**config.mk**
```make
export PLATFORM = sky130hd
export DESIGN_NAME = abw_address_break
export DESIGN_NICKNAME = d
export VERILOG_FILES = /design/src/abw_pkg.sv /design/src/abw_setup_store.sv /design/src/abw_address_break.sv
export SDC_FILE = /design/constraint.sdc
export NUM_CORES = 1
export LEC_CHECK = 0
export BUFFER_PORTS_ARGS = -buffer_cell sky130_fd_sc_hd__buf_2
export CAP_MARGIN = 25
export CORE_ASPECT_RATIO = 1.25
export CORE_MARGIN = 2
export CORE_UTILIZATION = 52
export DETAILED_ROUTE_END_ITERATION = 10
export PLACE_DENSITY = 0.84
export SLEW_MARGIN = 20
export SYNTH_ARGS = -nofsm -noshare
export SYNTH_HDL_FRONTEND = slang
export SYNTH_SLANG_ARGS = --single-unit
```
**constraint.sdc**
```tcl
create_clock -name clock -period 3.8 [get_ports clock]
set_clock_uncertainty 0.05 [all_clocks]
set_input_delay 0.57 -clock clock [delete_from_list [all_inputs] [get_ports clock]]
set_output_delay 0.57 -clock clock [all_outputs]
set_load 0.005 [all_outputs]
```
**src/abw_pkg.sv**
```systemverilog
// Package of constants for the address break watch unit.
package abw_pkg;
    // Bit numbering follows the 36-bit word convention: bit 0 is the MSB, bit 35 the LSB.
    localparam int WORD_W = 36;
    localparam int ADDR_W = 23;
    // Vector index of documented bit n is (35 - n).
    localparam int FETCH_EN_BIT = 35 - 9;
    localparam int READ_EN_BIT = 35 - 10;
    localparam int WRITE_EN_BIT = 35 - 11;
    localparam int USER_EN_BIT = 35 - 12;
    localparam int ADDR_LSB = 0;
    localparam int ADDR_MSB = 35 - 13;
    localparam int SECTION_LSB = 35 - 17;
    localparam int PC_INHIBIT_BIT = 35 - 8;
    localparam logic [22:0] ADDR_RESET = 23'h00_0000;
    localparam logic [3:0] ENABLE_RESET = 4'h0;
    localparam int ENABLE_W = 4;
    localparam int SHADOW_DEPTH = 4;

    // Type of the reference presented with a memory request.
    typedef enum logic [1:0] {
        ABW_REF_NONE,
        ABW_REF_FETCH,
        ABW_REF_READ,
        ABW_REF_WRITE
    } abw_ref_e;
endpackage

```
**src/abw_setup_store.sv**
```systemverilog
// Small register store holding the break setup words.
`timescale 1ns/10ps
`default_nettype none
module abw_setup_store (
    input wire logic clock,
    input wire logic rst_n,
    input wire logic writeEn,
    input wire logic [1:0] writeIdx,
    input wire logic [26:0] writeData,
    input wire logic [1:0] readIdx,
    output logic [26:0] readData
);
    typedef struct packed {
        logic [abw_pkg::SHADOW_DEPTH-1:0][26:0] mem;
        logic [26:0] rd;
    } abw_store_s;

    abw_store_s state_q;
    abw_store_s state_d;

    always_comb begin
        state_d = state_q;
        if (writeEn) begin
            state_d.mem[writeIdx] = writeData;
        end
        // Read data is registered, so a write shows one cycle after it lands.
        state_d.rd = state_q.mem[readIdx];
    end

    always_ff @(posedge clock) begin
        if (!rst_n) begin
            state_q <= '0;
        end else begin
            state_q <= state_d;
        end
    end

    assign readData = state_q.rd;
endmodule
`default_nettype wire

```
**src/abw_address_break.sv**
```systemverilog
// Address break comparator and break inhibit flags of the execution unit.
//
// Contract
// - Setup word bits 09, 10, 11 enable fetch, read and write breaks.
// - Setup word bit 12 selects user-mode rather than executive-mode references.
// - Break address register holds setup bits 13-35: section and page/line.
// - A match needs reference address bits 13-35 equal to stored break address.
// - Write qualifier of the reference must equal the stored write compare enable; the code checks it only on a write, and fetch or read uses its own enable.
// - User qualifier must equal the stored user compare setting.
// - Match with both flags clear raises break condition and page illegal entry.
// - Loading flags from a PC word with bit 8 set sets the inhibit flag.
// - Dispatch copies inhibit into suppress-cycle and clears inhibit together.
// - Suppress-cycle set blocks all break conditions for the next instruction.
// - The following dispatch clears suppress-cycle, re-enabling breaks.
// - Instruction abort breaks recirculation and moves suppress-cycle into inhibit.
// - The inhibit flag is readable as a processor flag for saving.
// - The jump-restore-flags flag load sets inhibit when the PC word asks.
// - Jump-clear-flags reads flags, clears selected ones, reloads via flag load.
`timescale 1ns/10ps
`default_nettype none
module abw_address_break (
    input wire logic clock,
    input wire logic rst_n,
    input wire logic processorDataOut,
    input wire logic [35:0] setupWord,
    input wire logic memRequest,
    input wire logic [1:0] referenceType,
    input wire logic [22:0] referenceAddr,
    input wire logic referenceIsUser,
    input wire logic nextInstructionDispatch,
    input wire logic instructionAbort,
    input wire logic loadProcessorFlags,
    input wire logic pcWordInhibit,
    input wire logic jumpClearFlags,
    input wire logic clearInhibitSelect,
    input wire logic pageFailHold,
    output logic addressBreakCondition,
    output logic pageIllegalEntry,
    output logic breakInhibitFlag,
    output logic breakSuppressCycle,
    output logic [35:0] setupReadback,
    output logic breakPending
);
    typedef struct packed {
        logic [22:0] breakAddr;
        logic fetchEn;
        logic readEn;
        logic writeEn;
        logic userComp;
        logic inhibit;
        logic suppress;
        logic pending;
    } abw_state_s;

    abw_state_s state_q;
    abw_state_s state_d;
    logic addrMatch;
    logic typeMatch;
    logic rawMatch;
    logic breakFire;
    logic flagTrapCirculate;
    logic [26:0] storeData;
    logic [26:0] storeRead;

    // Decodes whether a reference type is armed by the current enables.
    function automatic logic typeArmed(input logic [1:0] rt, input logic fe, input logic re,
                                       input logic we);
        typeArmed = ((rt == 2'(abw_pkg::ABW_REF_FETCH)) && fe)
                 || ((rt == 2'(abw_pkg::ABW_REF_READ)) && re)
                 || ((rt == 2'(abw_pkg::ABW_REF_WRITE)) && we);
    endfunction

    assign addrMatch = (referenceAddr == state_q.breakAddr);
    // The write qualifier equals the write enable only on an armed write; a fetch or
    // read is gated by its own enable instead of the write compare.
    assign typeMatch = typeArmed(referenceType, state_q.fetchEn, state_q.readEn,
                                 state_q.writeEn);
    assign rawMatch = memRequest && addrMatch && typeMatch
                   && (referenceIsUser == state_q.userComp);
    assign breakFire = rawMatch && !state_q.inhibit && !state_q.suppress;
    assign flagTrapCirculate = instructionAbort;

    always_comb begin
        state_d = state_q;
        if (processorDataOut) begin
            state_d.fetchEn = setupWord[abw_pkg::FETCH_EN_BIT];
            state_d.readEn = setupWord[abw_pkg::READ_EN_BIT];
            state_d.writeEn = setupWord[abw_pkg::WRITE_EN_BIT];
            state_d.userComp = setupWord[abw_pkg::USER_EN_BIT];
            state_d.breakAddr = setupWord[abw_pkg::ADDR_MSB:abw_pkg::ADDR_LSB];
        end
        // Abort wins over dispatch and flag load: the faulting instruction's flags
        // must be captured before anything else moves them.
        if (flagTrapCirculate) begin
            state_d.inhibit = state_q.suppress;
            state_d.suppress = 1'b0;
        end else if (nextInstructionDispatch) begin
            state_d.suppress = state_q.inhibit;
            state_d.inhibit = 1'b0;
        end else if (loadProcessorFlags) begin
            if (jumpClearFlags) begin
                state_d.inhibit = state_q.inhibit && !clearInhibitSelect;
            end else begin
                state_d.inhibit = pcWordInhibit;
            end
        end
        // Pending stays up from the break request until the memory unit holds.
        if (breakFire) begin
            state_d.pending = 1'b1;
        end else if (pageFailHold) begin
            state_d.pending = 1'b0;
        end
    end

    always_ff @(posedge clock) begin
        if (!rst_n) begin
            state_q <= '0;
        end else begin
            state_q <= state_d;
        end
    end

    assign storeData = {state_q.fetchEn, state_q.readEn, state_q.writeEn, state_q.userComp,
                        state_q.breakAddr};

    // Shadow copy kept so the setup can be read back from a register.
    abw_setup_store abw_setup_store_inst (
        .clock(clock),
        .rst_n(rst_n),
        .writeEn(1'b1),
        .writeIdx(2'h0),
        .writeData(storeData),
        .readIdx(2'h0),
        .readData(storeRead)
    );

    assign setupReadback = {9'h000, storeRead};
    assign addressBreakCondition = breakFire;
    assign pageIllegalEntry = breakFire;
    assign breakInhibitFlag = state_q.inhibit;
    assign breakSuppressCycle = state_q.suppress;
    assign breakPending = state_q.pending;
endmodule
`default_nettype wire

```
==> implementation parameters <==
Parameter                              Value

Status
  Result of the run ... finished, final reports clean

Yosys
  Syn Std Cell Area ... 0.003053 mm^2
  Post-synth EDFFs ... 0
  Post-synthesis cell count ... 279
  Commonest register cell after synthesis ... sky130_fd_sc_hd__dfxtp_1
  Most instantiated library cell after synthesis ... sky130_fd_sc_hd__dfxtp_1
  Syn. warnings ... 0
  Count of state elements after synthesis ... 84
  Library cell with the largest summed area after synthesis ... sky130_fd_sc_hd__dfxtp_1
  Yosys top cell area share ... 0.5508
  Average cell area after synthesis ... 10.94 um^2
  Post-synth cell types ... 28
  Synth area leaders ... sky130_fd_sc_hd__dfxtp_1 55%, sky130_fd_sc_hd__and2_1 11%, sky130_fd_sc_hd__mux2i_1 9.2%
  Fraction of registers with async set or reset after synthesis ... 0
  Sequential fraction of the synthesis area ... 0.5508
  Leading post-synthesis cells by instance count ... 84 x sky130_fd_sc_hd__dfxtp_1, 53 x sky130_fd_sc_hd__and2_1, 29 x sky130_fd_sc_hd__nor2b_1

Global routing
  Largest net degree at the start of global routing ... 47
  Antenna violations before repair ... 0
  Number of global-route vias before repair ... 2065
  First-pass GRT wire length ... 9.080 mm
  Met3 usage in global routing ... 0.04018
  Total global-route track usage ... 0.1885
  Most used routing layer in global routing ... met2
  Met2 track utilization from global routing ... 0.3215
  Global-route track usage on met1 ... 0.2132
  Overflow after GRT ... 0

Power and ir drop
  Int Pwr ... 1.331 mW
  Clock network fraction of total power ... 0.373
  Total power of the final layout ... 1.725 mW
  Net Sw Power ... 0.3943 mW
  Cell leakage power ... 1.804 nW
  Share of total power in combinational logic ... 0.087
  Peak supply drop ... 0.0002691 V
  Sequential share of power ... 0.541
  Areal power density over the cells ... 462.6 mW/mm^2
  Switching portion of total power ... 0.2286

Worst setup path
  Slowest stage cell, crit path ... sky130_fd_sc_hd__dfxtp_1
  Largest incremental delay on the critical path ... 0.33 ns
  Critical-path maximum fanout ... 3
  CP startpoint kind ... register
  Category of the critical setup timing path ... reg -> out
  Endpoint type of the worst setup path ... primary output
  Req. time, crit path ... 3.18 ns
  Signal arrival time at the worst endpoint ... 1.74 ns
  Cell-by-cell trace of the critical path ... xor2_1 -> nor4_1 -> o2111ai_1 -> nor3_1 -> buf_2

Floorplan
  Area of the die ... 0.006504 mm^2
  Initial Util ... 0.5318
  Cell row count ... 31
  Floorplan die width ... 72.54 um
  Vert. Die Dim ... 89.67 um
  Core Box Area ... 0.005741 mm^2
  Top-Level Pins ... 114

Routing
  Post-Route WL ... 5.792 mm
  Vias ... 2130
  Ratio of routed vias to standard cells ... 4.808
  Count of unresolved DRC violations after routing ... 0
  First DRT Iteration DRCs ... 76
  DRT Pass-1 Iters ... 4
  Average routed wire per standard cell ... 13.07 um
  Final antenna-violating net count ... 0

Final layout
  Fraction of layout cells with a size suffix above 1 ... 0.3077
  Fill cells ... 479
  Sequential cell area in the final layout ... 0.001682 mm^2
  Antenna cell count ... 0
  Final Core Density ... 0.6497
  Multi-input logic area ... 0.001272 mm^2
  Post-synthesis to final-layout area growth ... 22.17%
  Total Nets Final ... 445

STA
  Fin crit share ... 0.6212
  Slew of the pin with the lowest slew margin ... 0.8757 ns
  Relative slew margins ... 0.4162
  Setup total negative slack ... 0 ns
  Fmax ... 423.6 MHz
  Number of pins with negative max-slew slack in the final report ... 0
  Worst slack on hold paths ... 0.3846 ns
  Clock period minus worst slack ... 2.360 ns
  Setup repair after global routing missed its margin ... false
  Final hold violations ... 0
  Final-report setup violation count ... 0

Clocking
  Buffer count from post-CTS setup fixing ... 0
  Root Driver ... sky130_fd_sc_hd__clkbuf_8
  TritonCTS clock tree ... yes
  Clock slew at the register clock pins of the worst setup and hold paths ... 0.08 ns
  Total CTS buffers ... 9
  Number of gates resized after CTS ... 0
  Clock sinks ... 84
  Max clock buf depth ... 2
  Clk_lat worst skew ... 0.34 ns
  Cts-stage hold buffer count ... 0
  Max H-tree Level ... 3

Hold path
  Worst hold path type ... reg -> reg

Place
  Gp weighted congestion ... 0.7269
  Total of buffers placed on input and output ports ... 95
  Placed wire-length estimate after detailed placement ... 4.274 mm

Job
  Max cap viols ... 0
[area by class of cell]
type                            count  area share
Clock inverter                      5     0.01577
Clock buffer                       11     0.04059
Tap cell                           66     0.02214
Multi-Input combinational cell    181      0.3412
Timing Repair Buffer               96      0.1295
Sequential cell                    84      0.4509
[cells in the final DEF, fill, tap and decap left out, types with 2 or more instances in the layout]
master,n
sky130_fd_sc_hd__nand2_1,3
sky130_fd_sc_hd__xor2_1,23
sky130_fd_sc_hd__a21boi_0,2
sky130_fd_sc_hd__mux2i_1,28
sky130_fd_sc_hd__clkinvlp_4,2
sky130_fd_sc_hd__nand2b_1,2
sky130_fd_sc_hd__nor2_1,9
sky130_fd_sc_hd__dfxtp_1,84
sky130_fd_sc_hd__conb_1,9
sky130_fd_sc_hd__buf_2,95
sky130_fd_sc_hd__nor2b_1,29
sky130_fd_sc_hd__nor4_1,6
sky130_fd_sc_hd__nand4_1,4
sky130_fd_sc_hd__clkbuf_8,11
sky130_fd_sc_hd__and2_1,53
[power groups by stage]
| stage | sequential (mW) | clock, mW | combinational [mW] |
|---|---|---|---|
| after floorplan | 0.950 | 0 | 0.0961 |
| after global placement | 0.951 | 0 | 0.146 |
| after detailed placement | 0.954 | 0 | 0.151 |
| after CTS | 0.933 | 0.658 | 0.152 |
| after global routing | 0.937 | 0.688 | 0.168 |
| final | 0.933 | 0.643 | 0.149 |
[cell families after synthesis]
kind of cell | after synthesis | share of synthesized area
AO/OA/AOI/OAI | 7 | 0.01803
XOR/XNOR | 24 | 0.06885
buffers and inverters | 22 | 0.04221
flip-flops | 84 | 0.5508
multiplexers | 28 | 0.09180
other | 1 | 0.001228
AND/OR/NAND/NOR | 113 | 0.2270
[path summary, 6_finish.rpt]
kind | startpoint | endpoint | slack (ns) | depth (start not counted)
setup / recovery | state_q[14]$_SDFFE_PN0P_ | pageIllegalEntry | 1.44 | 5
hold / removal | abw_setup_store_inst.state_q[45]$_SDFF_PN0_ | abw_setup_store_inst.readData[18]$_SDFF_PN0_ | 0.38 | 1
setup reg to reg | state_q[22]$_SDFFE_PN0P_ | breakPending$_SDFFE_PN0P_ | 2.47 | 4
hold reg to reg | abw_setup_store_inst.state_q[45]$_SDFF_PN0_ | abw_setup_store_inst.readData[18]$_SDFF_PN0_ | 0.38 | 1
[through the flow]
stage	instance area, um^2	cells	worst slack [ns]
6_report	3730	443	1.440
5_1_grt	3730	443	1.231
4_1_cts	3730	443	1.371
3_5_place_dp	3520	427	1.431
3_3_place_gp	3520	427	1.437
2_1_floorplan	3083	287	1.675
[routing by layer]
layer / wire length [um] / share of wire
met5: 0 / 0
met4: 192 / 0.033
met3: 319 / 0.055
met2: 2897 / 0.50
met1: 2383 / 0.41
[worst max-delay path, delay by kind of cell (launching register included)]
kind,cells,cell delay [ns]
and+or+nand+nor,2,0.55
AOI/OAI and AO/OA,1,0.15
buffers and inverters,1,0.17
DFF,1,0.33
xor gates and xnor gates,1,0.19
[state kept, by name, summed over array words and instances, names as in the netlist]
signal	cells
breakSuppressCycle	1
breakInhibitFlag	1
breakPending	1
abw_setup_store_inst.state_q	27
state_q	27
abw_setup_store_inst.readData	27
Note: power is estimated with default switching activity, not from simulation.
